$ cat config.mk
export PLATFORM = sky130hd
export DESIGN_NAME = pdr_ctrl
export DESIGN_NICKNAME = d
export VERILOG_FILES = /design/src/pdr_pkg.sv /design/src/pdr_srx_if.sv /design/src/pdr_strobe_rx.sv /design/src/pdr_ctrl.sv
export SDC_FILE = /design/constraint.sdc
export NUM_CORES = 1
export LEC_CHECK = 0
export ABC_AREA = 1
export BUFFER_PORTS_ARGS = -buffer_cell sky130_fd_sc_hd__buf_2
export CAP_MARGIN = 20
export CORE_ASPECT_RATIO = 0.7
export CORE_MARGIN = 10
export CORE_UTILIZATION = 62
export CTS_BUF_LIST = sky130_fd_sc_hd__clkbuf_4 sky130_fd_sc_hd__clkbuf_8 sky130_fd_sc_hd__clkbuf_16
export DETAILED_ROUTE_END_ITERATION = 12
export GPL_TIMING_DRIVEN = 0
export HOLD_SLACK_MARGIN = 0.1
export PLACE_DENSITY = 0.86
export SYNTH_ARGS = -nofsm -noshare
export SYNTH_HDL_FRONTEND = slang
export SYNTH_SLANG_ARGS = --single-unit
$ cat constraint.sdc
create_clock -name clk_i -period 3.75 [get_ports clk_i]
set_input_delay 0.1875 -clock clk_i [delete_from_list [all_inputs] [get_ports clk_i]]
set_output_delay 0.1875 -clock clk_i [all_outputs]
set_load 0.03 [all_outputs]
$ cat src/pdr_pkg.sv
// Purpose: shared constants and types of the pcm dma, interrupt and strobe receive control slice
// Assumes: 32-bit classic wishbone register port, fifo levels on the system clock
// Notes: byte offsets are word aligned
package pdr_pkg;

   // fifo level and threshold width
   localparam int unsigned LVL_W = 7;
   localparam int unsigned WORD_BITS = 32;
   localparam int unsigned CNT_W = 6;

   // register byte offsets
   localparam logic [7:0] ADR_DMA_THR = 8'h00;
   localparam logic [7:0] ADR_INT_EN = 8'h04;
   localparam logic [7:0] ADR_INT_STAT = 8'h08;
   localparam logic [7:0] ADR_STROBE = 8'h0c;
   localparam logic [7:0] ADR_IRQ_THR = 8'h10;

   // dma threshold fields
   localparam int unsigned TXPAN_LSB = 24;
   localparam int unsigned RXPAN_LSB = 16;
   localparam int unsigned TXREQ_LSB = 8;
   localparam int unsigned RXREQ_LSB = 0;
   localparam logic [31:0] DMA_THR_MASK = 32'h7f7f7f7f;
   localparam logic [31:0] DMA_THR_RST = 32'h10303020;

   // interrupt threshold fields
   localparam int unsigned TX_IRQ_THRESHOLD_LSB = 0;
   localparam int unsigned RX_IRQ_THRESHOLD_LSB = 8;
   localparam logic [31:0] IRQ_THR_MASK = 32'h00007f7f;
   localparam logic [31:0] IRQ_THR_RST = 32'h00002020;

   // interrupt enable and status bits
   localparam int unsigned ST_TXW = 0;
   localparam int unsigned ST_RXR = 1;
   localparam int unsigned ST_TX_FIFO_FAULT = 2;
   localparam int unsigned ST_RX_FIFO_FAULT = 3;
   localparam logic [3:0] INT_RST = 4'h0;

   // strobe mode control fields
   localparam int unsigned SC_EN = 0;
   localparam int unsigned SC_CLR = 1;
   localparam int unsigned SC_FLUSH = 2;
   localparam int unsigned RXBUF_LSB = 4;
   localparam int unsigned FLUSHED_LSB = 10;
   localparam int unsigned RXQ_LSB = 16;

   // strobe receiver states, gray coded
   typedef enum logic [1:0]
   {
      SRX_IDLE = 2'b00,
      SRX_RUN = 2'b01
   } pdr_srx_mode_type;

   // true when level a is strictly below level b
   function automatic logic pdr_below(input logic [LVL_W-1:0] a, input logic [LVL_W-1:0] b);
      return a < b;
   endfunction : pdr_below

endpackage : pdr_pkg

$ cat src/pdr_srx_if.sv
// Purpose: link between the control registers and the strobe receiver
// Assumes: one clock, all signals registered at their source
// Notes: flush_req is a level held until done pulses
`timescale 1ns/1ns
interface pdr_srx_if;
   logic en;
   logic clr;
   logic flush_req;
   logic done;
   logic [5:0] fill;
   logic [5:0] flushed;
   logic wr;
   logic [31:0] wdata;

   modport ctrl (output en, output clr, output flush_req, input done, input fill, input flushed,
      input wr, input wdata);
   modport rx (input en, input clr, input flush_req, output done, output fill, output flushed,
      output wr, output wdata);
endinterface : pdr_srx_if

$ cat src/pdr_strobe_rx.sv
// Purpose: data/strobe receive buffer packing bits into 32-bit words
// Assumes: data and strobe pins asynchronous, far slower than clk_i
// Notes: first received bit lands in bit 0
`timescale 1ns/1ns
module pdr_strobe_rx
(
   input wire logic clk_i,
   input wire logic rst_i,
   input wire logic strobe_data_i,
   input wire logic strobe_sync_i,
   pdr_srx_if.rx srx
);
   import pdr_pkg::*;

   typedef struct packed
   {
      logic [1:0] meta;
      logic [1:0] pin;
      logic par;
      pdr_srx_mode_type mode;
      logic [31:0] shift;
      logic [5:0] cnt;
      logic [5:0] flushed;
      logic wr;
      logic [31:0] wdata;
      logic done;
   } pdr_srx_state_type;

   pdr_srx_state_type s_reg;
   pdr_srx_state_type s_next;
   logic bit_edge;
   logic [31:0] with_bit;

   // a new bit shows as a change of data xor strobe
   assign bit_edge = (s_reg.pin[0] ^ s_reg.pin[1]) != s_reg.par;
   assign with_bit = s_reg.shift | ({31'h0, s_reg.pin[0]} << s_reg.cnt);

   // next state of the receiver
   always_comb
   begin
      s_next = s_reg;
      s_next.meta = {strobe_sync_i, strobe_data_i};
      s_next.pin = s_reg.meta;
      s_next.par = s_reg.pin[0] ^ s_reg.pin[1];
      s_next.wr = 1'b0;
      s_next.done = 1'b0;
      if (srx.clr || !srx.en)
      begin
         // held in reset, buffer discarded, a pending flush ends empty
         s_next.mode = SRX_IDLE;
         s_next.shift = 32'h0;
         s_next.cnt = 6'h0;
         s_next.flushed = srx.clr ? 6'h0 : s_reg.flushed;
         s_next.done = srx.flush_req && !s_reg.done;
      end
      else
      begin
         case (s_reg.mode)
            SRX_IDLE:
            begin
               s_next.mode = SRX_RUN;
            end
            default:
            begin
               if (bit_edge)
               begin
                  // store the bit and count it
                  s_next.shift = with_bit;
                  s_next.cnt = s_reg.cnt + 6'h1;
                  if (s_reg.cnt == 6'(WORD_BITS - 1))
                  begin
                     s_next.wr = 1'b1;
                     s_next.wdata = with_bit;
                     s_next.shift = 32'h0;
                     s_next.cnt = 6'h0;
                  end
               end
               else if (srx.flush_req && !s_reg.done)
               begin
                  // early write of a partial word, zero filled above
                  s_next.wr = s_reg.cnt != 6'h0;
                  s_next.wdata = s_reg.shift;
                  s_next.flushed = s_reg.cnt;
                  s_next.shift = 32'h0;
                  s_next.cnt = 6'h0;
                  s_next.done = 1'b1;
               end
            end
         endcase
      end
   end

   // state register
   always_ff @(posedge clk_i)
   begin
      if (rst_i)
      begin
         s_reg <= '{meta: 2'h0, pin: 2'h0, par: 1'b0, mode: SRX_IDLE, shift: 32'h0, cnt: 6'h0,
            flushed: 6'h0, wr: 1'b0, wdata: 32'h0, done: 1'b0};
      end
      else
      begin
         s_reg <= s_next;
      end
   end

   // outputs straight from the state register
   assign srx.done = s_reg.done;
   assign srx.fill = s_reg.cnt;
   assign srx.flushed = s_reg.flushed;
   assign srx.wr = s_reg.wr;
   assign srx.wdata = s_reg.wdata;

endmodule : pdr_strobe_rx

$ cat src/pdr_ctrl.sv
// Purpose: dma request and panic levels, interrupt status and strobe receive control
// Assumes: fifo levels and fault pulses come from logic on clk_i
// Notes: registers over classic wishbone, ack one cycle after the request
//
// Contract
// - two dma sets, transmit and receive
// - tx panic when tx level below threshold
// - rx panic when rx level above threshold
// - tx request when tx level below threshold
// - rx request when rx level above threshold
// - enable bits for rx and tx errors
// - rx read event when level at or above threshold
// - tx write event when level below threshold
// - four latched status bits
// - write one clears status, zero keeps
// - report receive fifo word count
// - count buffered bits, write full words
// - flush writes partial buffer early
// - flushed word zero filled from bit zero
// - flush bit reads zero until done
// - record valid bits of last flush
// - clear bit holds strobe logic reset
// - enable bit selects strobe mode
`timescale 1ns/1ns
module pdr_ctrl
(
   input wire logic clk_i,
   input wire logic rst_i,
   input wire logic wb_cyc_i,
   input wire logic wb_stb_i,
   input wire logic wb_we_i,
   input wire logic [7:0] wb_adr_i,
   input wire logic [3:0] wb_sel_i,
   input wire logic [31:0] wb_dat_i,
   output logic [31:0] wb_dat_o,
   output logic wb_ack_o,
   input wire logic [pdr_pkg::LVL_W-1:0] tx_fill_i,
   input wire logic [pdr_pkg::LVL_W-1:0] rx_fill_i,
   input wire logic tx_fifo_fault_i,
   input wire logic rx_fifo_fault_i,
   input wire logic strobe_data_i,
   input wire logic strobe_sync_i,
   output logic tx_dreq_o,
   output logic tx_panic_o,
   output logic rx_dreq_o,
   output logic rx_panic_o,
   output logic irq_o,
   output logic strobe_mode_o,
   output logic rx_fifo_wr_o,
   output logic [31:0] rx_fifo_wdata_o
);
   import pdr_pkg::*;

   // all control state of the slice
   typedef struct packed
   {
      logic ack;
      logic [31:0] rdata;
      logic [31:0] dma_thr;
      logic [31:0] irq_thr;
      logic [3:0] int_en;
      logic [3:0] status;
      logic strobe_en;
      logic strobe_clr;
      logic flush_pend;
      logic [5:0] rxq;
      logic tx_dreq;
      logic tx_panic;
      logic rx_dreq;
      logic rx_panic;
      logic irq;
   } pdr_ctrl_state_type;

   pdr_ctrl_state_type s_reg;
   pdr_ctrl_state_type s_next;

   pdr_srx_if srx();

   // threshold fields of the stored words
   logic [LVL_W-1:0] tx_pan_lvl;
   logic [LVL_W-1:0] rx_pan_lvl;
   logic [LVL_W-1:0] tx_req_lvl;
   logic [LVL_W-1:0] rx_req_lvl;
   logic [LVL_W-1:0] tx_irq_threshold;
   logic [LVL_W-1:0] rx_irq_threshold;

   // bus handshake terms
   logic req;
   logic wr_now;
   logic [31:0] rd_word;
   logic [3:0] st_set;
   logic [3:0] st_clr;

   // merge a write into a stored word under the byte lanes and a field mask
   function automatic logic [31:0] lane_merge(input logic [31:0] old, input logic [31:0] wd,
      input logic [3:0] sel, input logic [31:0] mask);
      logic [31:0] bm;
      bm = {{8{sel[3]}}, {8{sel[2]}}, {8{sel[1]}}, {8{sel[0]}}} & mask;
      return (old & ~bm) | (wd & bm);
   endfunction : lane_merge

   // field extraction
   assign tx_pan_lvl = s_reg.dma_thr[TXPAN_LSB +: LVL_W];
   assign rx_pan_lvl = s_reg.dma_thr[RXPAN_LSB +: LVL_W];
   assign tx_req_lvl = s_reg.dma_thr[TXREQ_LSB +: LVL_W];
   assign rx_req_lvl = s_reg.dma_thr[RXREQ_LSB +: LVL_W];
   assign tx_irq_threshold = s_reg.irq_thr[TX_IRQ_THRESHOLD_LSB +: LVL_W];
   assign rx_irq_threshold = s_reg.irq_thr[RX_IRQ_THRESHOLD_LSB +: LVL_W];

   // a new request is taken while ack is low; a write lands when ack is high
   assign req = wb_cyc_i && wb_stb_i && !s_reg.ack;
   assign wr_now = wb_cyc_i && wb_stb_i && wb_we_i && s_reg.ack;

   // read data mux
   always_comb
   begin
      rd_word = 32'h0;
      if (wb_adr_i == ADR_DMA_THR)
      begin
         rd_word = s_reg.dma_thr;
      end
      else if (wb_adr_i == ADR_INT_EN)
      begin
         rd_word = {28'h0, s_reg.int_en};
      end
      else if (wb_adr_i == ADR_INT_STAT)
      begin
         rd_word = {28'h0, s_reg.status};
      end
      else if (wb_adr_i == ADR_STROBE)
      begin
         // flush bit always reads as zero while pending and after
         rd_word[SC_EN] = s_reg.strobe_en;
         rd_word[SC_CLR] = s_reg.strobe_clr;
         rd_word[SC_FLUSH] = 1'b0;
         rd_word[RXBUF_LSB +: CNT_W] = srx.fill;
         rd_word[FLUSHED_LSB +: CNT_W] = srx.flushed;
         rd_word[RXQ_LSB +: CNT_W] = s_reg.rxq;
      end
      else if (wb_adr_i == ADR_IRQ_THR)
      begin
         rd_word = s_reg.irq_thr;
      end
   end

   // interrupt events raised only for enabled causes
   always_comb
   begin
      st_set = 4'h0;
      st_set[ST_TXW] = s_reg.int_en[ST_TXW] && pdr_below(tx_fill_i, tx_irq_threshold);
      st_set[ST_RXR] = s_reg.int_en[ST_RXR] && !pdr_below(rx_fill_i, rx_irq_threshold);
      st_set[ST_TX_FIFO_FAULT] = s_reg.int_en[ST_TX_FIFO_FAULT] && tx_fifo_fault_i;
      st_set[ST_RX_FIFO_FAULT] = s_reg.int_en[ST_RX_FIFO_FAULT] && rx_fifo_fault_i;
   end

   // write one clears a status bit, write zero keeps it
   always_comb
   begin
      st_clr = 4'h0;
      if (wr_now && wb_adr_i == ADR_INT_STAT && wb_sel_i[0])
      begin
         st_clr = wb_dat_i[3:0];
      end
   end

   // next state of the control slice
   always_comb
   begin
      s_next = s_reg;
      s_next.ack = req;
      if (req)
      begin
         s_next.rdata = wb_we_i ? 32'h0 : rd_word;
      end
      if (wr_now)
      begin
         // software keeps these stable while running
         if (wb_adr_i == ADR_DMA_THR)
         begin
            s_next.dma_thr = lane_merge(s_reg.dma_thr, wb_dat_i, wb_sel_i, DMA_THR_MASK);
         end
         else if (wb_adr_i == ADR_INT_EN)
         begin
            s_next.int_en = 4'(lane_merge({28'h0, s_reg.int_en}, wb_dat_i, wb_sel_i, 32'hf));
         end
         else if (wb_adr_i == ADR_IRQ_THR)
         begin
            s_next.irq_thr = lane_merge(s_reg.irq_thr, wb_dat_i, wb_sel_i, IRQ_THR_MASK);
         end
         else if (wb_adr_i == ADR_STROBE && wb_sel_i[0])
         begin
            s_next.strobe_en = wb_dat_i[SC_EN];
            s_next.strobe_clr = wb_dat_i[SC_CLR];
            if (wb_dat_i[SC_FLUSH])
            begin
               s_next.flush_pend = 1'b1;
            end
         end
      end
      // completion ends the flush unless a new one is written now
      if (srx.done && !(wr_now && wb_adr_i == ADR_STROBE && wb_sel_i[0] && wb_dat_i[SC_FLUSH]))
      begin
         s_next.flush_pend = 1'b0;
      end
      // a set in the same cycle as its clear wins
      s_next.status = (s_reg.status & ~st_clr) | st_set;
      s_next.rxq = rx_fill_i[CNT_W-1:0];
      // two independent dma sets
      s_next.tx_panic = pdr_below(tx_fill_i, tx_pan_lvl);
      s_next.rx_panic = pdr_below(rx_pan_lvl, rx_fill_i);
      s_next.tx_dreq = pdr_below(tx_fill_i, tx_req_lvl);
      s_next.rx_dreq = pdr_below(rx_req_lvl, rx_fill_i);
      s_next.irq = |(s_next.status & s_next.int_en);
   end

   // state register
   always_ff @(posedge clk_i)
   begin
      if (rst_i)
      begin
         s_reg <= '{ack: 1'b0, rdata: 32'h0, dma_thr: DMA_THR_RST, irq_thr: IRQ_THR_RST,
            int_en: INT_RST, status: INT_RST, strobe_en: 1'b0, strobe_clr: 1'b0,
            flush_pend: 1'b0, rxq: 6'h0, tx_dreq: 1'b0, tx_panic: 1'b0, rx_dreq: 1'b0,
            rx_panic: 1'b0, irq: 1'b0};
      end
      else
      begin
         s_reg <= s_next;
      end
   end

   // control toward the strobe receiver
   assign srx.en = s_reg.strobe_en;
   assign srx.clr = s_reg.strobe_clr;
   assign srx.flush_req = s_reg.flush_pend;

   // strobe mode receive buffer
   pdr_strobe_rx u_srx
   (
      .clk_i(clk_i),
      .rst_i(rst_i),
      .strobe_data_i(strobe_data_i),
      .strobe_sync_i(strobe_sync_i),
      .srx(srx)
   );

   // outputs, each from a flip-flop
   assign wb_dat_o = s_reg.rdata;
   assign wb_ack_o = s_reg.ack;
   assign tx_dreq_o = s_reg.tx_dreq;
   assign tx_panic_o = s_reg.tx_panic;
   assign rx_dreq_o = s_reg.rx_dreq;
   assign rx_panic_o = s_reg.rx_panic;
   assign irq_o = s_reg.irq;
   assign strobe_mode_o = s_reg.strobe_en;
   assign rx_fifo_wr_o = srx.wr;
   assign rx_fifo_wdata_o = srx.wdata;

endmodule : pdr_ctrl

======== Word level (Yosys, flattened, before mapping) ========
Cells that the tools add are included.
storage, ports and cells
  bits in registers ....................... 203
  input port bits ......................... 67
  output and inout port bits .............. 72
  logic and storage cells ................. 128
operators by class
  add/subtract/negate cells ............... 1
  $lt $le $gt $ge ......................... 6
  equality and inequality tests ........... 10
  shift operators ......................... 1
  multiplexer cells ....................... 24
  bitwise gates (word level) .............. 23
  reductions and logical operators ........ 38
operators by type and width
  cell                number
  $mux 32             5
  $or 32x32->32       3
  $mux 78             1
  $mux 38             2
  $mux 33             2
  $and 32x32->32      2
  $lt 7x7->1          6
  $mux 40             1
  $and 32x15->32      1
  $and 32x31->32      1
  $not 15->32         1
  $not 31->32         1
  $shl 1x6->32        1
  $mux 18             1
  $mux 6              3
  $and 4x4->4         4
  $eq 8x4->1 const B  2
  $logic_and 1x1->1   16
  $mux 4              4
  $reduce_and 4->1    3
  $mux 10             1
  $eq 8x3->1 const B  1
  $eq 8x5->1 const B  1
  $logic_not 8->1     1
  22 further kinds    39

======== Longest topological paths before layout ========
  word-level depth ........................ 11
  gate-level depth with buffers ........... 12
  gate-level depth less buffers ........... 11

======== Modules after synthesis ========
From an unflattened synthesis, not the netlist that was laid out.
unflattened totals
  cells, all modules ...................... 1403
  area, all modules ....................... 9686.8 um^2
by module, submodules not included
  module         times used  cells an instance  area each (um^2)  seq. area each (um^2)
  pdr_ctrl       1           671                5003.5            1901.8
  pdr_strobe_rx  1           732                4683.2            1681.6

======== Least setup slack after synthesis ========
OpenSTA, ideal clock, no wires.
  path kind ............................... register to register
  start ................................... register s_reg, in the netlist strobe_mode_o
  end ..................................... register u_srx.s_reg[46] (netlist bit)
  library setup time ...................... 0.065 ns
  arrival ................................. 1.598 ns
  data required time ...................... 3.685 ns
  slack ................................... 2.087 ns
  cell stages (with the launch flop) ...... 8
  buffers on the path ..................... 1
  clock period less this slack ............ 1.663 ns
  cells stage by stage .................... dfxtp_1 -> inv_1 -> nor2_4 -> inv_1 -> nor2_4 -> clkinv_1 -> clkbuf_1 -> nor2_1
between the ends
  word-level cells in the longest chain between the ends .. 3
RTL lines
  what                              line                  RTL
  start, declared                   pdr_ctrl.sv:74        pdr_ctrl_state_type s_reg;
  start signal, assigned            pdr_ctrl.sv:221       s_reg <= '{ack: 1'b0, rdata: 32'h0, dma_thr: DMA_THR_RST, irq_thr: IRQ_THR_RST,
  start signal, assigned            pdr_ctrl.sv:228       s_reg <= s_next;
  $logic_not 1->1                   pdr_strobe_rx.sv:47   if (srx.clr || !srx.en)
  $logic_or 1x1->1                  pdr_strobe_rx.sv:47
  $reduce_or 2->1 (no source line)  -
  end signal, assigned              pdr_strobe_rx.sv:98   s_reg <= '{meta: 2'h0, pin: 2'h0, par: 1'b0, mode: SRX_IDLE, shift: 32'h0, cnt: 6'h0,
  end signal, assigned              pdr_strobe_rx.sv:103  s_reg <= s_next;
  end, declared                     pdr_strobe_rx.sv:29   pdr_srx_state_type s_reg;
No other way between the ends.
A chain may end at the register's enable or synchronous reset.

======== Worst setup path in the final report ========
  start ................................... register u_srx.s_reg, in the netlist u_srx.srx.fill[0]
  end ..................................... register u_srx.s_reg, in the netlist u_srx.srx.wdata[28]
between the ends
  word-level cells in the longest chain between the ends .. 4
  elaborated cells on any way between the ends .. 7
  those cells by class .................... eq/ne: 2; shift: 1; mux: 2; bitwise: 1; reduce/logical: 1
RTL lines
  what
  branches (longest 4 deep; another with $eq 6x5->1)
Several ways; the timed one is not identified. The select of a mux whose other input is x is not followed.

==> run metrics <==
run status complete, no violations; Sw Pwr 956 uW; crit path DAT around 2.5 ns; Static Leak 5.04 nW; IO Port Bufs around 130; Synth area leader dfxtp_1; area delta synth->final 20.7%; final WL between 20 and 30 mm; Internal between 3 and 4 mW; core area 14,800 sq um; startpoint types flop; gpl congestion slightly below 1; Final Setup Violations 0; ant diodes 0; Main synth FF type dfxtp_1; Hold Violations, Final 0; post-CTS setup repair buffer count 0; worst-skew pair later-pin latency approximately 0.45 ns; Post-DP HPWL 20.9 mm; Sum Neg Setup Slack 0 ns; Residual DRC 0; FP Rows 37; Relative slew margins 50.1%; Clock Sinks 179; initial antenna violation count 0; VDD IR max roughly 0.00028 V; gr ovfl total 0; hold_ws 0.106 ns; Clock Skew approximately 0.016 ns; period utilization 58.0%; global-route wire length before repair 45.7 mm; RSZ-0062 raised after global routing no; Max Slew Vio Count 0; die width around 170 microns; vias in the first global route 8,769; H-tree levels 4; root buf cell clkbuf_16; Clk pwr share 48.0%; Flop pwr share 45.8%; num ports 139; WS Path Type reg -> reg; Post-synth EDFFs 0; post-CTS resize count 0; Worst Tran Pin Value 0.749 ns; max frequency 0.460 GHz; sequential area share after synthesis 38.1%; average size of a mapped cell 7.13 sq um; PD cells 369 nW/um^2; count of cell types in the netlist ~40; GRT Overall Usage 27.5%; worst path required time 4.09 ns; CTS buffer count 17; CP Max Fanout 10; fin nets approximately 1,600; # hold bufs at CTS 38; FFs w/ async S/R, synth 0%; Crit. End Element flop; largest net degree at the start of global routing 17; Design Area, Final between 10,000 and 15,000 sq um; top cells by area, synth dfxtp_1, nand2_1, nor2_1; share of total power in combinational logic 6.3%; Die Ht around 120 microns; clock tree from TritonCTS built; number of synthesized register bits around 180; iteration count of the initial detailed-routing pass 5; Sw Share 22.9%; HP Class in -> reg; Initial Util 63.6%; clock slew at reported path FFs 0.08 ns; Clock Path Buffers 2; Vias/cell 5.52; top cell type's share of synthesized area 38.1%; Post-DP Area 10,300 sq um; synthesized area 9400 sq um; post-synthesis instance total 1,317; routed len/inst 17.0 microns; min Tclk post-route 2.17 ns; Max Cap Viol 0; fraction of layout cells with a size suffix above 1 20.5%; Ys Warns 0; via count 9,462; die area 20,600 sq um; drt initial violations 1,191; Final ANT Viol Nets 0
[power groups by stage]
stage | Combinational [mW] | Clock [mW] | Sequential, mW
6_report | 0.262 | 2.01 | 1.91
3_3_place_gp | 0.214 | 0 | 1.96
3_5_place_dp | 0.220 | 0 | 1.96
2_1_floorplan | 0.118 | 0 | 1.96
4_1_cts | 0.253 | 2.00 | 1.91
5_1_grt | 0.285 | 2.08 | 1.91
[routing by layer]
metal	wire length [microns]	up-vias	global-route usage, %
met5	0	-	0
met4	656	0	9.49
met3	3860	76	9.13
met2	11900	545	40.4
met1	12700	4269	37.2
li1	-	4572	-
[placed cells by master (no fill, tap or decap), types with 12 or more instances in the layout]
| cell type | instances |
|---|---|
| clkbuf_16 | 17 |
| buf_4 | 70 |
| clkbuf_1 | 18 |
| nor2_1 | 173 |
| inv_1 | 121 |
| nand2_1 | 317 |
| nor3_1 | 14 |
| dfxtp_1 | 179 |
| buf_6 | 12 |
| a21oi_1 | 109 |
| ha_1 | 38 |
| nand3_1 | 62 |
| buf_2 | 142 |
| o21bai_1 | 17 |
| o21ai_0 | 65 |
| nand4_1 | 12 |
| a22oi_1 | 15 |
| dlygate4sd3_1 | 38 |
[area by class of cell]
class                           instances  area, sq um
Multi-Input combinational cell        893         4510
Sequential cell                       179         3580
Fill cell                            1089         3430
Timing Repair Buffer                  170         1040
Buffer                                116          812
Inverter                              130          490
Clock buffer                           19          453
Tap cell                              195          244
Clock inverter                         12          204
[through the flow]
stage               util (%)  power (mW)  setup WS, ns  std cells
floorplan                  -        2.08          2.09       1318
global placement        69.8        2.17          1.73       1645
detailed placement      69.8        2.18          1.70       1645
CTS                     76.8        4.17          1.68       1714
global route            76.8        4.28          1.47       1714
finish                  76.8        4.18          1.58       1714
[logic make-up (layout without fill, tap and decap cells)]
| group | Yosys count | count (layout) | share of synthesized area [%] |
|---|---|---|---|
| buf+inv | 246 | 447 | 13.9 |
| flops | 179 | 179 | 38.1 |
| simple gates | 616 | 616 | 28.1 |
| xor+xnor | 2 | 2 | 0.186 |
| fa+ha+maj | 38 | 38 | 5.06 |
| other cells | 1 | 2 | 0.0399 |
| compound gates | 235 | 235 | 14.6 |
[critical path, stage by stage (launching register included)]
cell	delay, ns
dfxtp_1	0.39
ha_1	0.25
nand2_2	0.11
inv_4	0.08
nand3_1	0.18
inv_2	0.08
nand3_1	0.11
buf_2	0.26
nor2_1	0.06
nor2_1	0.33
nand2_1	0.09
nand2_1	0.08
nor2_1	0.04
[worst paths after layout]
check                            startpoint                          endpoint  slack [ns]  depth (start not counted)
max reg2reg  u_srx.srx.fill[0]$_SDFFE_PP0P_  u_srx.srx.wdata[28]$_SDFFE_PP0P_        1.58                         12
max          u_srx.srx.fill[0]$_SDFFE_PP0P_  u_srx.srx.wdata[28]$_SDFFE_PP0P_        1.58                         12
min                                 wb_we_i          wb_dat_o[4]$_SDFFE_PP0P_        0.11                          4
min reg2reg     u_srx.s_next[81]$_SDFF_PP0_        u_srx.s_reg[81]$_SDFF_PP0_        0.41                          2
[synth_stat cells, drive strengths merged (12+ instances only)]
library cell    n
o21bai         17
nand4          12
ha             38
o21ai          68
buf            98
a22oi          25
nor3           20
nand3          66
nor2          184
clkbuf         18
dfxtp         179
inv           129
a21oi         111
nand2         330
Note: power is estimated with default switching activity, not from simulation.
